$ cat config.mk
export PLATFORM = sky130hd
export DESIGN_NAME = signal_strength_monitor
export DESIGN_NICKNAME = d
export VERILOG_FILES = /design/src/common/ssm_pkg.sv /design/src/rtl/signal_strength_monitor.sv
export VERILOG_INCLUDE_DIRS = /design/src /design/src/common
export SDC_FILE = /design/constraint.sdc
export NUM_CORES = 1
export LEC_CHECK = 0
export BUFFER_PORTS_ARGS = -buffer_cell sky130_fd_sc_hd__buf_2
export CAP_MARGIN = 40
export CORE_MARGIN = 1
export CORE_UTILIZATION = 55
export DETAILED_ROUTE_END_ITERATION = 6
export PLACE_DENSITY = 0.78
export SLEW_MARGIN = 20
export SYNTH_ARGS = -nofsm -noshare
export SYNTH_HDL_FRONTEND = slang
export SYNTH_SLANG_ARGS = --single-unit
$ cat constraint.sdc
create_clock -name ref_clk -period 5.81 [get_ports ref_clk]
set_clock_uncertainty 0.2 [all_clocks]
set_input_delay 0.2905 -clock ref_clk [delete_from_list [all_inputs] [get_ports ref_clk]]
set_output_delay 0.2905 -clock ref_clk [all_outputs]
set_load 0.03 [all_outputs]
$ cat src/common/ssm_params.svh
// offsets, field positions, reset values and timing counts of the strength monitor
// assumes a 32-bit AXI4-Lite register bus with byte addresses
`ifndef SSM_PARAMS_SVH
`define SSM_PARAMS_SVH

// ==========================================================
// register byte offsets
`define SSM_OFF_CONFIG    8'h00
`define SSM_OFF_THRESH    8'h04
`define SSM_OFF_STEP      8'h08
`define SSM_OFF_WINDOW    8'h0C
`define SSM_OFF_TRIM      8'h10
`define SSM_OFF_GPIOSEL   8'h14
`define SSM_OFF_CURRENT   8'h18
`define SSM_OFF_LATCHED   8'h1C
`define SSM_OFF_STATUS    8'h20
`define SSM_OFF_SLOTSEL   8'h24
`define SSM_OFF_SLOT0     8'h28
`define SSM_OFF_QUERY     8'h38
`define SSM_OFF_RESP      8'h3C

// ==========================================================
// config register fields
`define SSM_CFG_MODE_LSB  0
`define SSM_CFG_AVG_BIT   2
`define SSM_CFG_BITS_LSB  8
`define SSM_CFG_UP_BIT    16
`define SSM_CFG_DN_BIT    17
`define SSM_CFG_RST_BIT   18
// status register fields
`define SSM_ST_ABOVE_BIT  0
`define SSM_ST_ABLAT_BIT  1
`define SSM_ST_JUMP_BIT   2
`define SSM_ST_CTS_BIT    3
`define SSM_ST_DONE_BIT   4

// ==========================================================
// reset values
`define SSM_RST_THRESH    8'hFF
`define SSM_RST_STEP      8'h0C
`define SSM_RST_WINDOW    4'h4
`define SSM_RST_TRIM      8'h40
`define SSM_RST_BITS      8'h04

// ==========================================================
// timing
`define SSM_MIN_BITS      8'h04
`define SSM_MIN_BITS_AVG  8'h07
`define SSM_CLK_NS        20
`define SSM_QUERY_NS      33000

`endif

$ cat src/common/ssm_pkg.sv
// types shared by the strength monitor
// assumes ssm_params.svh supplies the numeric constants
package ssm_pkg;

  typedef enum logic [1:0] {
    SSM_LATCH_PREAMBLE = 2'b00,
    SSM_LATCH_SYNC     = 2'b01,
    SSM_LATCH_BITCOUNT = 2'b10,
    SSM_LATCH_NONE     = 2'b11
  } ssm_latch_mode_t;

  typedef enum logic [1:0] {
    SSM_SRC_NONE     = 2'b00,
    SSM_SRC_LATCHED  = 2'b01,
    SSM_SRC_CURRENT  = 2'b10,
    SSM_SRC_STATUS   = 2'b11
  } ssm_slot_src_t;

  typedef enum logic [1:0] {
    SSM_PIN_LOW      = 2'b00,
    SSM_PIN_ABOVE    = 2'b01,
    SSM_PIN_ABOVELAT = 2'b10,
    SSM_PIN_JUMP     = 2'b11
  } ssm_pin_src_t;

  typedef enum logic [0:0] {
    SSM_Q_IDLE = 1'b0,
    SSM_Q_BUSY = 1'b1
  } ssm_query_state_t;

  typedef struct packed {
    logic jumpRst;
    logic jumpDn;
    logic jumpUp;
    logic [7:0] latchBits;
    logic avg4;
    ssm_latch_mode_t latchMode;
  } ssm_cfg_t;

endpackage

$ cat src/rtl/signal_strength_monitor.sv
// received strength monitor: per-bit measure, packet latch, threshold, jump detect
// assumes chanPower comes from the channel filter on ref_clk; bitClk is an async pin
`timescale 1ns/1ps
`include "ssm_params.svh"

module signal_strength_monitor
  import ssm_pkg::*;
#(
  parameter int NGPIO = 4,
  parameter int HDEPTH = 16
) (
  // clock and reset
  input wire logic ref_clk,
  input wire logic rst_b,
  // axi4-lite slave
  input wire logic [7:0] s_axi_awaddr,
  input wire logic s_axi_awvalid,
  output logic s_axi_awready,
  input wire logic [31:0] s_axi_wdata,
  input wire logic [3:0] s_axi_wstrb,
  input wire logic s_axi_wvalid,
  output logic s_axi_wready,
  output logic [1:0] s_axi_bresp,
  output logic s_axi_bvalid,
  input wire logic s_axi_bready,
  input wire logic [7:0] s_axi_araddr,
  input wire logic s_axi_arvalid,
  output logic s_axi_arready,
  output logic [31:0] s_axi_rdata,
  output logic [1:0] s_axi_rresp,
  output logic s_axi_rvalid,
  input wire logic s_axi_rready,
  // modem side
  input wire logic [7:0] chanPower,
  input wire logic bitClk,
  input wire logic rxActive,
  input wire logic preambleDet,
  input wire logic syncDet,
  // notifications
  output logic [NGPIO-1:0] gpioOut,
  output logic aboveIrq,
  output logic jumpIrq,
  output logic rxRestart
);

  localparam int QUERY_CYC = (`SSM_QUERY_NS + `SSM_CLK_NS - 1) / `SSM_CLK_NS;

  // ==========================================================
  // register bus
  logic awHave_r, awHave_nxt, wHave_r, wHave_nxt, bValid_r, bValid_nxt;
  logic [7:0] awAddr_r, awAddr_nxt;
  logic [31:0] wData_r, wData_nxt, rData_r, rData_nxt;
  logic [3:0] wStrb_r, wStrb_nxt;
  logic [1:0] bResp_r, bResp_nxt, rResp_r, rResp_nxt;
  logic rValid_r, rValid_nxt;
  logic wrFire;
  logic [31:0] rdWord;
  logic rdHit;

  // config state
  ssm_cfg_t cfg_r, cfg_nxt;
  logic [7:0] thresh_r, thresh_nxt, step_r, step_nxt, trim_r, trim_nxt;
  logic [3:0] window_r, window_nxt;
  logic [2*NGPIO-1:0] pinSel_r, pinSel_nxt;
  logic [7:0] slotSel_r, slotSel_nxt;
  logic queryGo;
  logic [2:0] stClr;

  // measurement state
  logic bitS1_r, bitS2_r, bitS3_r, rxPrev_r;
  logic [7:0] strength_r, strength_nxt, latched_r, latched_nxt, bitCnt_r, bitCnt_nxt;
  logic [9:0] acc_r, acc_nxt;
  logic [1:0] phase_r, phase_nxt;
  logic latchDone_r, latchDone_nxt, pend_r, pend_nxt, upd;
  logic above_r, above_nxt, aboveLat_r, aboveLat_nxt, jumpSeen_r, jumpSeen_nxt;
  logic jumpEvt_r, jumpEvt_nxt, rstOut_r, rstOut_nxt;
  logic [7:0] hist_r [HDEPTH], hist_nxt [HDEPTH];
  logic [3:0] histCnt_r, histCnt_nxt;
  logic [NGPIO-1:0] gpio_r, gpio_nxt;
  ssm_query_state_t qState_r, qState_nxt;
  logic [15:0] qResp_r, qResp_nxt;
  logic [11:0] qCnt_r, qCnt_nxt;
  logic bitTick, rxStart, trig;
  logic [7:0] minBits, old;
  logic [3:0] win;

  assign bitTick = bitS2_r & ~bitS3_r & rxActive;
  assign rxStart = rxActive & ~rxPrev_r;
  assign wrFire = awHave_r & wHave_r & ~bValid_r;

  function automatic logic [31:0] merge(logic [31:0] old32, logic [31:0] d, logic [3:0] s);
    logic [31:0] r;
    r = old32;
    for (int i = 0; i < 4; i++) begin
      if (s[i]) begin
        r[8*i +: 8] = d[8*i +: 8];
      end
    end
    return r;
  endfunction

  function automatic logic [7:0] slotVal(logic [1:0] src, logic [7:0] cur, logic [7:0] lat,
                                         logic [7:0] st);
    case (src)
      SSM_SRC_LATCHED: slotVal = lat;
      SSM_SRC_CURRENT: slotVal = cur;
      SSM_SRC_STATUS:  slotVal = st;
      default:         slotVal = 8'h00;
    endcase
  endfunction

  // read mux
  always_comb begin
    logic [7:0] st;
    st = {3'b000, latchDone_r, qState_r == SSM_Q_IDLE, jumpSeen_r, aboveLat_r, above_r};
    rdHit = 1'b1;
    rdWord = 32'h0000_0000;
    case (s_axi_araddr)
      `SSM_OFF_CONFIG: begin
        rdWord[`SSM_CFG_MODE_LSB +: 2] = cfg_r.latchMode;
        rdWord[`SSM_CFG_AVG_BIT] = cfg_r.avg4;
        rdWord[`SSM_CFG_BITS_LSB +: 8] = cfg_r.latchBits;
        rdWord[`SSM_CFG_UP_BIT] = cfg_r.jumpUp;
        rdWord[`SSM_CFG_DN_BIT] = cfg_r.jumpDn;
        rdWord[`SSM_CFG_RST_BIT] = cfg_r.jumpRst;
      end
      `SSM_OFF_THRESH: rdWord[7:0] = thresh_r;
      `SSM_OFF_STEP: rdWord[7:0] = step_r;
      `SSM_OFF_WINDOW: rdWord[3:0] = window_r;
      `SSM_OFF_TRIM: rdWord[7:0] = trim_r;
      `SSM_OFF_GPIOSEL: rdWord[2*NGPIO-1:0] = pinSel_r;
      `SSM_OFF_CURRENT: rdWord[7:0] = strength_r;
      `SSM_OFF_LATCHED: rdWord[7:0] = latched_r;
      `SSM_OFF_STATUS: rdWord[7:0] = st;
      `SSM_OFF_SLOTSEL: rdWord[7:0] = slotSel_r;
      `SSM_OFF_RESP: rdWord[15:0] = qResp_r;
      default: begin
        rdHit = 1'b0;
        for (int k = 0; k < 4; k++) begin
          if (s_axi_araddr == `SSM_OFF_SLOT0 + 8'(4 * k)) begin
            rdHit = 1'b1;
            rdWord[7:0] = slotVal(slotSel_r[2*k +: 2], strength_r, latched_r, st);
          end
        end
      end
    endcase
  end

  // bus next state, one write and one read outstanding
  always_comb begin
    awHave_nxt = awHave_r;
    wHave_nxt = wHave_r;
    awAddr_nxt = awAddr_r;
    wData_nxt = wData_r;
    wStrb_nxt = wStrb_r;
    bValid_nxt = bValid_r & ~s_axi_bready;
    bResp_nxt = bResp_r;
    rValid_nxt = rValid_r & ~s_axi_rready;
    rData_nxt = rData_r;
    rResp_nxt = rResp_r;
    if (s_axi_awvalid && !awHave_r) begin
      awHave_nxt = 1'b1;
      awAddr_nxt = s_axi_awaddr;
    end
    if (s_axi_wvalid && !wHave_r) begin
      wHave_nxt = 1'b1;
      wData_nxt = s_axi_wdata;
      wStrb_nxt = s_axi_wstrb;
    end
    if (wrFire) begin
      awHave_nxt = 1'b0;
      wHave_nxt = 1'b0;
      bValid_nxt = 1'b1;
      bResp_nxt = (awAddr_r <= `SSM_OFF_RESP && awAddr_r[1:0] == 2'b00) ? 2'b00 : 2'b10;
    end
    if (s_axi_arvalid && !rValid_r) begin
      rValid_nxt = 1'b1;
      rData_nxt = rdWord;
      rResp_nxt = rdHit ? 2'b00 : 2'b10;
    end
  end

  always_ff @(posedge ref_clk or negedge rst_b) begin
    if (!rst_b) begin
      awHave_r <= 1'b0;
      wHave_r <= 1'b0;
      awAddr_r <= 8'h00;
      wData_r <= 32'h0000_0000;
      wStrb_r <= 4'h0;
      bValid_r <= 1'b0;
      bResp_r <= 2'b00;
      rValid_r <= 1'b0;
      rData_r <= 32'h0000_0000;
      rResp_r <= 2'b00;
    end else begin
      awHave_r <= awHave_nxt;
      wHave_r <= wHave_nxt;
      awAddr_r <= awAddr_nxt;
      wData_r <= wData_nxt;
      wStrb_r <= wStrb_nxt;
      bValid_r <= bValid_nxt;
      bResp_r <= bResp_nxt;
      rValid_r <= rValid_nxt;
      rData_r <= rData_nxt;
      rResp_r <= rResp_nxt;
    end
  end

  assign s_axi_awready = ~awHave_r;
  assign s_axi_wready = ~wHave_r;
  assign s_axi_bvalid = bValid_r;
  assign s_axi_bresp = bResp_r;
  assign s_axi_arready = ~rValid_r;
  assign s_axi_rvalid = rValid_r;
  assign s_axi_rdata = rData_r;
  assign s_axi_rresp = rResp_r;

  // ==========================================================
  // configuration registers
  always_comb begin
    logic [31:0] w;
    w = 32'h0000_0000;
    cfg_nxt = cfg_r;
    thresh_nxt = thresh_r;
    step_nxt = step_r;
    window_nxt = window_r;
    trim_nxt = trim_r;
    pinSel_nxt = pinSel_r;
    slotSel_nxt = slotSel_r;
    queryGo = 1'b0;
    stClr = 3'b000;
    if (wrFire) begin
      w = merge(32'h0000_0000, wData_r, wStrb_r);
      case (awAddr_r)
        `SSM_OFF_CONFIG: begin
          w = merge({13'h0000, cfg_r.jumpRst, cfg_r.jumpDn, cfg_r.jumpUp, cfg_r.latchBits,
                     5'h00, cfg_r.avg4, cfg_r.latchMode}, wData_r, wStrb_r);
          cfg_nxt.latchMode = ssm_latch_mode_t'(w[`SSM_CFG_MODE_LSB +: 2]);
          cfg_nxt.avg4 = w[`SSM_CFG_AVG_BIT];
          cfg_nxt.latchBits = w[`SSM_CFG_BITS_LSB +: 8];
          cfg_nxt.jumpUp = w[`SSM_CFG_UP_BIT];
          cfg_nxt.jumpDn = w[`SSM_CFG_DN_BIT];
          cfg_nxt.jumpRst = w[`SSM_CFG_RST_BIT];
        end
        `SSM_OFF_THRESH: thresh_nxt = wStrb_r[0] ? wData_r[7:0] : thresh_r;
        `SSM_OFF_STEP: step_nxt = wStrb_r[0] ? wData_r[7:0] : step_r;
        `SSM_OFF_WINDOW: window_nxt = wStrb_r[0] ? wData_r[3:0] : window_r;
        `SSM_OFF_TRIM: trim_nxt = wStrb_r[0] ? wData_r[7:0] : trim_r;
        `SSM_OFF_GPIOSEL: pinSel_nxt = wStrb_r[0] ? wData_r[2*NGPIO-1:0] : pinSel_r;
        `SSM_OFF_SLOTSEL: slotSel_nxt = wStrb_r[0] ? wData_r[7:0] : slotSel_r;
        `SSM_OFF_STATUS: stClr = w[`SSM_ST_JUMP_BIT:`SSM_ST_ABOVE_BIT];
        `SSM_OFF_QUERY: queryGo = 1'b1;
        default: ;
      endcase
    end
  end

  always_ff @(posedge ref_clk or negedge rst_b) begin
    if (!rst_b) begin
      cfg_r <= '{jumpRst: 1'b0, jumpDn: 1'b0, jumpUp: 1'b0, latchBits: `SSM_RST_BITS,
                 avg4: 1'b0, latchMode: SSM_LATCH_PREAMBLE};
      thresh_r <= `SSM_RST_THRESH;
      step_r <= `SSM_RST_STEP;
      window_r <= `SSM_RST_WINDOW;
      trim_r <= `SSM_RST_TRIM;
      pinSel_r <= '0;
      slotSel_r <= 8'h00;
    end else begin
      cfg_r <= cfg_nxt;
      thresh_r <= thresh_nxt;
      step_r <= step_nxt;
      window_r <= window_nxt;
      trim_r <= trim_nxt;
      pinSel_r <= pinSel_nxt;
      slotSel_r <= slotSel_nxt;
    end
  end

  // ==========================================================
  // measurement, latch, threshold and jump detection
  always_comb begin
    logic [9:0] sum;
    logic [8:0] hi, lo;
    sum = acc_r + {2'b00, chanPower};
    hi = 9'h000;
    lo = 9'h000;
    strength_nxt = strength_r;
    acc_nxt = acc_r;
    phase_nxt = phase_r;
    upd = 1'b0;
    bitCnt_nxt = bitCnt_r;
    latched_nxt = latched_r;
    latchDone_nxt = latchDone_r;
    pend_nxt = pend_r;
    hist_nxt = hist_r;
    histCnt_nxt = histCnt_r;
    jumpEvt_nxt = 1'b0;
    minBits = cfg_r.avg4 ? `SSM_MIN_BITS_AVG : `SSM_MIN_BITS;
    win = (window_r == 4'h0) ? 4'h1 : window_r;
    old = hist_r[win - 4'h1];
    if (bitTick) begin
      bitCnt_nxt = (bitCnt_r == 8'hFF) ? bitCnt_r : bitCnt_r + 8'h01;
      if (!cfg_r.avg4) begin
        strength_nxt = chanPower;
        upd = 1'b1;
      end else if (phase_r == 2'b11) begin
        strength_nxt = sum[9:2];
        acc_nxt = 10'h000;
        phase_nxt = 2'b00;
        upd = 1'b1;
      end else begin
        acc_nxt = sum;
        phase_nxt = phase_r + 2'b01;
      end
    end
    if ((cfg_r.latchMode == SSM_LATCH_PREAMBLE && preambleDet) ||
        (cfg_r.latchMode == SSM_LATCH_SYNC && syncDet)) begin
      pend_nxt = 1'b1;
    end
    // early events wait until the modem has settled
    trig = (pend_r || (cfg_r.latchMode == SSM_LATCH_BITCOUNT && bitCnt_r >= cfg_r.latchBits))
           && bitCnt_r >= minBits;
    if (!latchDone_r && trig && rxActive) begin
      latched_nxt = strength_r;
      latchDone_nxt = 1'b1;
    end
    if (upd) begin
      for (int i = HDEPTH - 1; i > 0; i--) begin
        hist_nxt[i] = hist_r[i-1];
      end
      hist_nxt[0] = strength_nxt;
      histCnt_nxt = (histCnt_r == 4'hF) ? histCnt_r : histCnt_r + 4'h1;
      hi = {1'b0, strength_nxt};
      lo = {1'b0, old} + {1'b0, step_r};
      // slope test: step must appear within the window, slow drift never does
      if (histCnt_r >= win) begin
        jumpEvt_nxt = (cfg_r.jumpUp && hi > lo) ||
                      (cfg_r.jumpDn && {1'b0, old} > hi + {1'b0, step_r});
      end
    end
    if (rxStart) begin
      latched_nxt = 8'h00;
      latchDone_nxt = 1'b0;
      pend_nxt = 1'b0;
      bitCnt_nxt = 8'h00;
      acc_nxt = 10'h000;
      phase_nxt = 2'b00;
      histCnt_nxt = 4'h0;
    end
    above_nxt = strength_r > thresh_r;
    aboveLat_nxt = (above_r && rxActive) || (aboveLat_r && !stClr[1] && !rxStart);
    jumpSeen_nxt = jumpEvt_r || (jumpSeen_r && !stClr[2]);
    rstOut_nxt = jumpEvt_r && cfg_r.jumpRst;
    for (int g = 0; g < NGPIO; g++) begin
      case (ssm_pin_src_t'(pinSel_r[2*g +: 2]))
        SSM_PIN_ABOVE:    gpio_nxt[g] = above_r;
        SSM_PIN_ABOVELAT: gpio_nxt[g] = aboveLat_r;
        SSM_PIN_JUMP:     gpio_nxt[g] = jumpSeen_r;
        default:          gpio_nxt[g] = 1'b0;
      endcase
    end
    qState_nxt = qState_r;
    qCnt_nxt = qCnt_r;
    qResp_nxt = qResp_r;
    if (queryGo) begin
      qState_nxt = SSM_Q_BUSY;
      qCnt_nxt = 12'(QUERY_CYC);
      qResp_nxt = {latched_r, strength_r};
    end else if (qState_r == SSM_Q_BUSY) begin
      qCnt_nxt = qCnt_r - 12'h001;
      if (qCnt_r == 12'h001) begin
        qState_nxt = SSM_Q_IDLE;
      end
    end
  end

  always_ff @(posedge ref_clk or negedge rst_b) begin
    if (!rst_b) begin
      bitS1_r <= 1'b0;
      bitS2_r <= 1'b0;
      bitS3_r <= 1'b0;
      rxPrev_r <= 1'b0;
      strength_r <= 8'h00;
      acc_r <= 10'h000;
      phase_r <= 2'b00;
      bitCnt_r <= 8'h00;
      latched_r <= 8'h00;
      latchDone_r <= 1'b0;
      pend_r <= 1'b0;
      histCnt_r <= 4'h0;
      for (int i = 0; i < HDEPTH; i++) begin
        hist_r[i] <= 8'h00;
      end
      above_r <= 1'b0;
      aboveLat_r <= 1'b0;
      jumpSeen_r <= 1'b0;
      jumpEvt_r <= 1'b0;
      rstOut_r <= 1'b0;
      gpio_r <= '0;
      qState_r <= SSM_Q_IDLE;
      qCnt_r <= 12'h000;
      qResp_r <= 16'h0000;
    end else begin
      bitS1_r <= bitClk;
      bitS2_r <= bitS1_r;
      bitS3_r <= bitS2_r;
      rxPrev_r <= rxActive;
      strength_r <= strength_nxt;
      acc_r <= acc_nxt;
      phase_r <= phase_nxt;
      bitCnt_r <= bitCnt_nxt;
      latched_r <= latched_nxt;
      latchDone_r <= latchDone_nxt;
      pend_r <= pend_nxt;
      histCnt_r <= histCnt_nxt;
      hist_r <= hist_nxt;
      above_r <= above_nxt;
      aboveLat_r <= aboveLat_nxt;
      jumpSeen_r <= jumpSeen_nxt;
      jumpEvt_r <= jumpEvt_nxt;
      rstOut_r <= rstOut_nxt;
      gpio_r <= gpio_nxt;
      qState_r <= qState_nxt;
      qCnt_r <= qCnt_nxt;
      qResp_r <= qResp_nxt;
    end
  end

  assign gpioOut = gpio_r;
  assign aboveIrq = above_r;
  assign jumpIrq = jumpEvt_r;
  assign rxRestart = rstOut_r;
endmodule

# Yosys cells after proc, flatten, opt, wreduce, memory -nomap -nowiden
# Index checks and enable logic that the tools add are counted.
op_classes:
  muxes: 73
  n_reduce_logical: 56
  bitwise_logic: 17
  n_lt_le_gt_ge: 8
  n_eq_ne: 54
  addsub: 8
ops:
  columns: ["cell", "n"]
  rows:
  - ["8-bit two-way mux", 14]
  - ["8-bit case mux with 3 select lines", 4]
  - ["8-bit by 6-bit == test with 1-bit output (second input constant)", 10]
  - ["8-bit by 5-bit == test with 1-bit output (second input constant)", 6]
  - ["10-bit two-way mux", 4]
  - ["4-bit case mux with 10 select lines", 1]
  - ["2-bit == test (second input constant)", 18]
  - ["3-bit case mux with 11 select lines", 1]
  - ["8-bit binary-select mux with 4-bit select", 1]
  - ["8-bit by 4-bit == test with 1-bit output (second input constant)", 4]
  - ["3-bit AND reduction", 9]
  - ["1-bit two-way mux", 25]
  - ["12-bit two-way mux", 2]
  - ["8-bit by 8-bit adder with 9-bit output", 2]
  - ["2-bit by 1-bit == test with 1-bit output (second input constant)", 9]
  - ["8-bit by 9-bit > comparator with 1-bit output", 2]
  - ["1-bit logical AND", 17]
  - ["8-bit by 3-bit == test with 1-bit output (second input constant)", 2]
  - ["8-bit logical NOT", 2]
  - ["4-bit two-way mux", 4]
  - ["8-bit case mux with 2 select lines", 1]
  - ["2-bit nonzero test", 8]
  - ["2-bit two-way mux", 7]
  - ["12-bit by 1-bit == test with 1-bit output (second input constant)", 1]
  - ["other kinds (28)", 62]
totals:
  wordCells: 275
  output_inout_bits: 48
  ff_bits: 327

# Depth between registers and ports, before layout
# Gate-level depths: netlist of run 1.
depth:
  word_depth: 13
  mapped_depth: 25

# Worst setup path after synthesis of run 1
# Ideal clock, no wire load.
synth_path:
  path_type: "flip-flop to flip-flop"
  startpoint: "register window_r[2]"
  endpoint: "register jumpEvt_r, in the netlist jumpIrq"
  t_arrival_ns: 4.790
  n_path_buf: 4
  path_stages_with_launch: 24
  path_slack_ns: 0.726
  cell_sequence: "dfstp_2 > inv_1 > a31oi_4 > buf_6 > buf_6 > ha_1 > clkbuf_1 > clkbuf_1 > mux4_2 > o22ai_1 > a21oi_1 > ha_1 > nor2b_1 > o31a_1 > o21ai_0 > nand2b_1 > xnor2_1 > ha_1 > a211o_1 > nor2_1 > a211oi_1 > nor2_1 > a311o_1 > a211oi_1"
synth_via:
  elab_chain_cells: 13
  elab_cells_between_ends: 16
  cone_classes: "add/sub: 2; order compare: 3; mux: 6; bitwise: 1; reduce/logical: 4"
synth_rtl:
  columns: ["element", "line_no", "source"]
  rows:
  - ["start: declaration", "signal_strength_monitor.sv:63", "logic [3:0] window_r, window_nxt;"]
  - ["start signal: assignment", "signal_strength_monitor.sv:264", "window_r <= `SSM_RST_WINDOW;"]
  - ["start signal: assignment", "signal_strength_monitor.sv:272", "window_r <= window_nxt;"]
  - ["4-bit logical NOT", "signal_strength_monitor.sv:299", "win = (window_r == 4'h0) ? 4'h1 : window_r;"]
  - ["4-bit two-way mux *", "signal_strength_monitor.sv:299", null]
  - ["4-bit by 1-bit subtractor with 4-bit output", "signal_strength_monitor.sv:300", "old = hist_r[win - 4'h1];"]
  - ["4-bit NOT with 5-bit output (implied by the code)", "signal_strength_monitor.sv:300", null]
  - ["8-bit binary-select mux with 4-bit select", "signal_strength_monitor.sv:300", null]
  - ["8-bit two-way mux (implied by the code) (2 in a row)", "signal_strength_monitor.sv:300", null]
  - ["8-bit by 8-bit adder with 9-bit output", "signal_strength_monitor.sv:334", "lo = {1'b0, old} + {1'b0, step_r};"]
  - ["8-bit by 9-bit > comparator with 1-bit output", "signal_strength_monitor.sv:337", "jumpEvt_nxt = (cfg_r.jumpUp && hi > lo) ||"]
  - ["1-bit logical AND", "signal_strength_monitor.sv:337", null]
  - ["1-bit logical OR", "signal_strength_monitor.sv:337", null]
  - ["1-bit two-way mux *", "signal_strength_monitor.sv:336", "if (histCnt_r >= win) begin"]
  - ["1-bit two-way mux *", "signal_strength_monitor.sv:327", "if (upd) begin"]
  - ["named net jumpEvt_nxt", "signal_strength_monitor.sv:76", "logic jumpEvt_r, jumpEvt_nxt, rstOut_r, rstOut_nxt;"]
  - ["end signal: assignment", "signal_strength_monitor.sv:420", "jumpEvt_r <= jumpEvt_nxt;"]
  - ["end: declaration", "signal_strength_monitor.sv:76", null]
# Mark *: on every way through the listed nets, which the timed path passes. The rest lies on a longest branch. The select of a mux whose other input is x is not followed.
# A chain may end at the register's enable or synchronous reset.

# Final worst setup path of run 1
# Ends and elaborated chain as after synthesis.

==> results by stage, run 1 <==
Power and ir drop:
- Power spread over the standard cell area amounts to 407.5 nW/µm².
- Summed over all cells, the static leakage comes to 9.459 nW.
- The maximum ir drop on the vdd rail is 297.4 µV.

Synth:
- The share of flip-flops with an asynchronous set or reset is 1.000.
- The number of storage elements in the synthesis netlist is 325.
- Summing every instance area after synthesis gives 17430 µm².
- The mean instance size in the synthesized netlist is 9.728 µm².
- In the synthesized netlist, the cells that appear most often are 506 x nand2_1, 312 x dfrtp_1, 108 x mux2_2.
- The share of synthesized area in the top cell type comes to 0.4479.
- Synthesis produced 1792 cells.
- The most common cell in the netlist is nand2_1.
- Yosys printed 0 warnings.
- After synthesis, the cell types taking the most area are dfrtp_1 45%, nand2_1 11%, mux2_2 7.0%, ha_1 5.0%, mux2i_1 2.8%.
- The share of the Yosys chip area taken by registers is 0.4675.
- For this run, the leading register cell type out of synthesis is dfrtp_1.
- The netlist uses 82 different library cells.
- The number of enable flip-flop cells after synthesis is 0.
- dfrtp_1 takes more of the synthesized area than any other cell.

Run status:
- The run finished with clean final reports.

Clock network:
- Clock tree synthesis inserted a total of 37 buffers.
- The tree built by TritonCTS fans out to 325 sinks.
- The root buffer selected by CTS is clkbuf_16.
- The maximum count of clock buffers along a single path is 3.
- The number of H-tree levels is 2.
- The CTS tree is done.
- In this run, post-CTS repair resized a total of 0 instances.
- Hold repair after CTS inserted 47 buffers.
- The clock latency on the worst-skew pair is 0.52 ns.
- The clock-pin slew reported for the worst setup and hold paths after clock tree synthesis is 0.06 ns.
- The count of buffers added by post-CTS timing repair for setup is 0.

Cells and area:
- In the final design database the tool counted 2040 nets.
- The proportion of layout cells with a drive suffix above 1 is 0.1767.
- Compared with the post-synthesis result, the final layout area differs by 13.79%.
- Summing all non-filler instances in the final layout gives an area of 19840 µm².

Route:
- The detailed-routing iteration count for the pre-antenna-repair pass is 5.
- The residual antenna-violating net count after detailed routing is 0.
- The detailed-routing wirelength on met1 is 20190 µm.
- The wire length on met3 is 3102 µm.
- Across all layers, the routed design uses 14042 vias.
- The count of routing violations after the opening detailed-route iteration is 1359.
- The total wire length after detailed routing is 47110 µm.
- Wire segments on met2 add up to 22220 µm in the final route.
- Dividing the detail-routed via count by the number of cells gives 6.050.
- The wire length per cell is 20.30 µm.
- The count of unresolved DRC violations after routing is 0.
- The topmost layer with routed signal wires is met4.

Critical path:
- The critical path endpoint category is a register.
- At the worst endpoint, the arrival time is 5.38 ns.
- In this run the worst path has a maximum fanout of 10.
- The endpoint identified for the worst register-to-register timing path is jumpIrq$_DFF_PN0_.
- The number of cells on the worst reg-to-reg path is 24.
- The launch point of the critical path is window_r[2]$_DFFE_PN1P_.
- The setup slack on the worst flop-to-flop path is 0.65 ns.
- The termination of the worst setup path is jumpIrq$_DFF_PN0_.
- The data required time at the worst endpoint is 6.03 ns.
- The nature of the critical path startpoint is a register.
- By startpoint and endpoint, the worst setup path is classified as register to register.
- The startpoint of the worst register-to-register path is window_r[2]$_DFFE_PN1P_.

GRT:
- Entering global routing, the biggest net connects 178 pins.
- Across every metal layer, demand over resource in global routing totals 0.2913.
- The number of global-route vias before repair is 13880.
- The first global-routing pass estimated 75010 µm of wire.
- For this run the aggregate overflow at the end of global routing stands at 0.
- The initial antenna violation count is 1.

STA:
- Dividing the final minimum period by the clock period gives 0.8889.
- The pin slew with the least headroom to its limit is 1.039 ns.
- The relative slew slack is 0.3073.
- The number of endpoints failing setup at the final stage is 0.
- The time the final worst path needs with I/O delays and setup is 5.165 ns.
- The upper clock frequency limit is 0.1936 GHz.
- The final hold violation count is 0.
- Setup repair after global routing left no endpoint under its margin.
- The post-route setup TNS is 0 ns.
- The number of max-slew violations in the final report is 0.
- On the final layout, the worst hold slack is 0.06863 ns.

Placed design:
- In this run the cell area measured after placement is 18110 µm².
- The port buffer count is 89.
- The detailed placement HPWL is 31900 µm.
- The last weighted congestion value of the routability-driven placer is 0.9598.

Die:
- The region available for standard cell placement spans 30910 µm².
- The floorplan step set the die width to 180.0 µm.
- The area of the die is 32410 µm².
- The initial standard-cell utilization of the core is 0.5640.
- The die boundary height is 180.0 µm.
- During I/O placement, the number of pins put on the boundary was 119.
- After floorplanning, the core was divided into 64 placement rows.

Min path:
- In this run the worst hold path is classified as input port to register.

Job:
- Across the run, the number of max-cap violations was 0.
## cells by family (layout without fill, tap and decap cells)
| family | count (synthesis) | after routing | share of synthesized area |
|---|---|---|---|
| AND/OR/NAND/NOR | 737 | 737 | 0.1812 |
| flip-flops | 325 | 325 | 0.4675 |
| AO/OA/AOI/OAI | 292 | 292 | 0.1146 |
| multiplexers | 176 | 176 | 0.1232 |
| buffers and inverters | 149 | 267 | 0.04005 |
| adder cells (fa/ha/maj) | 73 | 73 | 0.05369 |
| XOR/XNOR | 39 | 39 | 0.01960 |
| other | 1 | 16 | 0.0002151 |
## per-layer routing
layer  GRT usage  up-vias
met5           0        -
met4      0.1091        0
met1      0.4002     6939
li1            -     6445
met2      0.4727      541
met3     0.04082      117
## area by class of cell
cell class              count  area (µm²)
fillers                  2474       11070
multi-input cells        1332        8667
flip-flops and latches    325        8149
repair buffers            161        1156
clock buffers              50        1015
well taps                 396       495.5
clock inverters            17       203.9
inverters                  39       146.4
diodes                      1       2.502
## state kept, by name (all words and copies together) (netlist names), 3 cells and up
| name | flops |
|---|---|
| acc_r | 10 |
| awAddr_r | 8 |
| bitCnt_r | 8 |
| cfg_r | 14 |
| gpioOut | 4 |
| histCnt_r | 4 |
| hist_r | 128 |
| latched_r | 8 |
| pinSel_r | 8 |
| qCnt_r | 12 |
| qResp_r | 16 |
| s_axi_rdata | 19 |
| slotSel_r | 8 |
| step_r | 8 |
| strength_r | 8 |
| thresh_r | 8 |
| trim_r | 8 |
| wData_r | 19 |
| wStrb_r | 3 |
| window_r | 4 |
## metrics by stage
step                      instances  power (mW)    util  worst slack, ns
after floorplan                1806       4.902       -           0.7256
after global placement         2202       5.586  0.5855           0.7147
after detailed placement       2204       5.676  0.5859           0.6811
after CTS                      2318       8.063  0.6405           0.6510
after global routing           2321       8.485  0.6417           0.2475
final                          2321       8.082  0.6417           0.6453
## worst min-delay path by stage
| stage | start | endpoint | slack, ns | depth (start not counted) |
|---|---|---|---|---|
| finish | s_axi_araddr[6] | s_axi_rresp[1]$_DFFE_PN0P_ | 0.07 | 5 |
| global route | s_axi_araddr[0] | s_axi_rdata[2]$_DFFE_PN0P_ | 0.13 | 4 |
| CTS | s_axi_araddr[6] | s_axi_rresp[1]$_DFFE_PN0P_ | 0.05 | 5 |
| detailed placement | bitS1_r$_DFF_PN0_ | bitS2_r$_DFF_PN0_ | 0.13 | 0 |
| global placement | bitS1_r$_DFF_PN0_ | bitS2_r$_DFF_PN0_ | 0.14 | 0 |
| floorplan | rst_b | aboveIrq$_DFF_PN0_ | -0.21 | 0 |
## worst max-delay path, stage by stage, from the launching register on
cell and delay, ns:
dfstp_2 0.57, inv_1 0.10, a31oi_4 0.23, ha_1 0.20, xnor2_1 0.18, nand2_1 0.20
buf_4 0.23, o221ai_1 0.21, o22ai_1 0.16, a21oi_1 0.15, ha_1 0.22, inv_1 0.07
fa_1 0.39, nor2b_1 0.17, o31a_1 0.15, o21ai_0 0.08, nand2b_1 0.12, xnor2_1 0.08
ha_1 0.31, a211o_1 0.15, nor2_1 0.04, a211oi_1 0.23, nor2_1 0.07, a311o_1 0.35
a211oi_1 0.20
## placed cells by master, fill, tap and decap left out, types with 15 or more instances in the layout
| cell type | count |
|---|---|
| ha_1 | 70 |
| o22ai_1 | 27 |
| buf_4 | 20 |
| nor3_1 | 16 |
| buf_2 | 89 |
| nand2_1 | 506 |
| mux4_2 | 20 |
| dlygate4sd3_1 | 47 |
| xnor2_1 | 18 |
| conb_1 | 15 |
| clkbuf_16 | 37 |
| dfrtp_1 | 312 |
| nand3_1 | 38 |
| o21ai_0 | 61 |
| a21oi_1 | 44 |
| inv_1 | 37 |
| mux2i_1 | 48 |
| a22oi_1 | 43 |
| a21o_1 | 18 |
| mux2_2 | 108 |
| nor2b_1 | 19 |
| nor2_1 | 86 |
| xor2_1 | 21 |
## where the power goes
| part | internal (mW) | switching, mW | total (mW) |
|---|---|---|---|
| registers | 2.70 | 0.573 | 3.28 |
| clock network | 1.41 | 0.936 | 2.35 |
| logic | 1.09 | 1.37 | 2.46 |
No activity file was read; power rests on OpenSTA's default activity.
==> run 2, diff against run 1 <==
BUFFER_PORTS_ARGS = not set   (was -buffer_cell sky130_fd_sc_hd__buf_2)
CORE_UTILIZATION = 45   (was 55)
CTS_CLUSTER_DIAMETER = 30   (was not set)
DONT_BUFFER_PORTS = 1   (was not set)
PLACE_DENSITY = 0.64   (was 0.78)
==> results by stage, run 2 (synthesis gave the netlist of run 1 again) <==
Critical path:
- The nature of the critical path startpoint is a register (unchanged).
- The count of buffer and inverter cells on the critical path is 3 (unchanged).
- The most numerous cell on the critical path is ha_1 (unchanged).
- The maximum cell stage delay along the critical path is 0.56 ns (was 0.57 ns).
- The cell family with the largest share of critical-path delay is compound AO/OA/AOI/OAI gates (unchanged).
- The critical path endpoint category is a register (unchanged).
- The cell with the largest stage delay on the worst path is dfstp_2 (unchanged).
- Worst-path cell chain: inv_1 > a31oi_4 > ha_1 > xnor2_1 > nand2_1 > buf_4 > o221ai_1 > o22ai_1 > a21oi_1 > ha_1 > inv_1 > fa_1 > nor2b_1 > o31a_1 > o21ai_0 > nand2b_1 > xnor2_1 > ha_1 > a211o_1 > nor2_1 > a211oi_1 > nor2_1 > a311o_1 > a211oi_1 (unchanged).
- The data required time at the worst endpoint came to 6.09 ns (was 6.03 ns).
- The maximum net fanout on the critical path is 12 (was 10).
- The data arrival time of the critical path came to 5.52 ns (was 5.38 ns).
- The category of the most critical setup path is register to register (unchanged).

Power and ir drop:
- The clock network power share is 0.432 (was 0.290).
- The relative contribution of combinational cells to total power came to 0.231 (was 0.304).
- The power per unit of standard cell area is 472.0 nW/µm² (was 407.5 nW/µm²).
- The switching power as a share of total power is 0.3216 (was 0.3566).
- The internal power component is 6.731 mW (was 5.200 mW).
- The maximum ir drop on the vdd rail came to 310.1 µV (was 297.4 µV).
- The power share of the sequential group is 0.337 (was 0.405).
- The standby leakage power came to 9.805 nW (was 9.459 nW).
- The net switching component of the power is 3.190 mW (was 2.882 mW).

STA:
- The number of endpoints failing setup at the final stage was 0 (unchanged).
- The relative slew slack came to 0.4605 (was 0.3073).
- The time the final worst path needs with I/O delays and setup is 5.240 ns (was 5.165 ns).
- The number of max-slew violations in the final report came to 0 (unchanged).
- The pin slew with the least headroom to its limit was 0.8093 ns (was 1.039 ns).
- The upper clock frequency limit came to 0.1908 GHz (was 0.1936 GHz).
- RSZ-0062 raised after global routing: false (unchanged).
- The final worst-path cycle share was 0.9019 (was 0.8889).
- The final hold violation count came to 325 (was 0).
- The final worst slack is 0.5701 ns (was 0.6453 ns).
- The tightest hold margin was -0.7595 ns (was 0.06863 ns).
- The post-route setup TNS is 0 ns (unchanged).

Clock network:
- The clock latency on the worst-skew pair came to 0.58 ns (was 0.52 ns).
- The CTS tree was done (unchanged).
- The maximum count of clock buffers along a single path is 3 (unchanged).
- The clock-pin slew reported for the worst setup and hold paths after clock tree synthesis was 0.04 ns (was 0.06 ns).
- The number of buffers created by CTS was 75 (was 37).
- The number of H-tree levels is 3 (was 2).
- The hold buffer count at CTS is 59 (was 47).
- The root buffer selected by CTS is clkbuf_16 (unchanged).
- The count of buffers added by post-CTS timing repair for setup is 0 (unchanged).
- The post-cts sizing count is 0 (unchanged).
- The number of clock sinks seen by CTS came to 325 (unchanged).

Run status:
- The checks that failed: hold timing.
- Run status: finished with violations (was finished, final reports clean).

Placed design:
- The post-place instance area came to 17820 µm² (was 18110 µm²).
- The port buffer count came to 0 (was 89).
- The placement-stage worst setup slack is 0.6240 ns (was 0.6811 ns).
- The detailed placement HPWL is 31750 µm (was 31900 µm).
- The last weighted congestion value of the routability-driven placer is 0.9634 (was 0.9598).

Route:
- The count of routing violations after the opening detailed-route iteration is 1137 (was 1359).
- The via density per instance is 5.660 (was 6.050).
- The residual antenna-violating net count after detailed routing came to 0 (unchanged).
- The via count is 13719 (was 14042).
- The total wire length after detailed routing was 48080 µm (was 47110 µm).
- The detailed-routing iteration count for the pre-antenna-repair pass is 5 (unchanged).
- The wire length per cell is 19.83 µm (was 20.30 µm).
- The count of unresolved DRC violations after routing is 0 (unchanged).

Cells and area:
- The final standard cell utilization of the core is 0.5541 (was 0.6417).
- The post-synthesis to final-layout area growth came to 20.57% (was 13.79%).
- The most common cell after layout, fill and taps aside was nand2_1 (unchanged).
- The proportion of layout cells with a drive suffix above 1 was 0.1647 (was 0.1767).
- The largest register by flop count is hist_r (unchanged).
- The antenna diode count is 0 (was 1).
- The area of all placed cells without fillers is 21020 µm² (was 19840 µm²).
- The flip-flop count of the largest register after layout is 128 (unchanged).
- The number of nets at the end of the flow is 1999 (was 2040).
- Commonest cells after routing, fill and taps aside: 506 x nand2_1, 312 x dfrtp_1, 108 x mux2_2 (unchanged).

Die:
- The area of the core region is 37930 µm² (was 30910 µm²).
- The die boundary height is 198.8 µm (was 180.0 µm).
- The row count was 71 (was 64).
- The initial standard-cell utilization of the core was 0.4595 (was 0.5640).
- The width of the chip is 198.8 µm (was 180.0 µm).
- The area of the die came to 39530 µm² (was 32410 µm²).
- The number of I/O pins is 119 (unchanged).

GRT:
- The number of global-route vias before repair is 13732 (was 13880).
- The total congestion overflow after global routing came to 0 (unchanged).
- The maximum number of pins on one net before global-route repair is 326 (was 178).
- The initial antenna violation count came to 0 (was 1).
- The wire length of the first global-routing pass came to 76620 µm (was 75010 µm).
- The global routing usage summed across all routing layers is 0.2515 (was 0.2913).

Min path:
- The class of the worst hold path is input port to asynchronous set/reset pin (was input port to register).

Job:
- The max-cap check violation count was 0 (unchanged).
[run 2: layer usage]
| layer | track usage | part of all wire |
|---|---|---|
| met1 | 0.3356 | 0.44 |
| met2 | 0.4052 | 0.47 |
| met3 | 0.05053 | 0.062 |
| met4 | 0.09060 | 0.027 |
| met5 | 0 | 0 |
[run 2: stage by stage]
step / cells / power [mW]
detailed placement: 2229 / 5.584
finish: 2424 / 9.921
CTS: 2423 / 9.958
global placement: 2226 / 5.499
global route: 2424 / 10.42
floorplan: 1806 / 4.902
[run 2: worst register-to-register path: stages, from the launching register on]
cell      delay, ns
dfstp_2        0.56
inv_1          0.09
a31oi_4        0.23
ha_1           0.19
xnor2_1        0.17
nand2_1        0.20
buf_4          0.25
o221ai_1       0.24
o22ai_1        0.15
a21oi_1        0.20
ha_1           0.25
inv_1          0.08
fa_1           0.40
nor2b_1        0.16
o31a_1         0.16
o21ai_0        0.08
nand2b_1       0.11
xnor2_1        0.08
ha_1           0.32
a211o_1        0.15
nor2_1         0.04
a211oi_1       0.26
nor2_1         0.06
a311o_1        0.32
a211oi_1       0.20
[run 2: path summary, 6_finish.rpt]
kind,endpoint,startpoint,cells after the start,slack [ns]
max,jumpIrq$_DFF_PN0_,window_r[2]$_DFFE_PN1P_,24,0.57
min,qCnt_r[6]$_DFFE_PN0P_,rst_b,0,-0.76
max reg2reg,jumpIrq$_DFF_PN0_,window_r[2]$_DFFE_PN1P_,24,0.57
min reg2reg,bitS2_r$_DFF_PN0_,bitS1_r$_DFF_PN0_,0,0.16
max in group asynchronous,hist_r[72]$_DFFE_PN0P_,rst_b,0,5.50
min in group ref_clk,s_axi_rdata[0]$_DFFE_PN0P_,s_axi_araddr[6],3,0.03
[run 2: area by class of cell]
class / count / area (µm²)
fill: 3284 / 16920
clock buffer: 98 / 2095
sequential: 325 / 8149
timing repair buffer: 82 / 823.3
multi-input combinational: 1332 / 8665
tap: 511 / 639.4
clock inverter: 37 / 500.5
inverter: 39 / 146.4
[run 2: power groups by stage]
stage	combinational, mW	sequential (mW)	clock [mW]
after floorplan	1.83	3.07	0
after global placement	2.15	3.35	0
after detailed placement	2.21	3.37	0
after CTS	2.27	3.34	4.35
after global routing	2.55	3.40	4.47
final	2.29	3.35	4.29
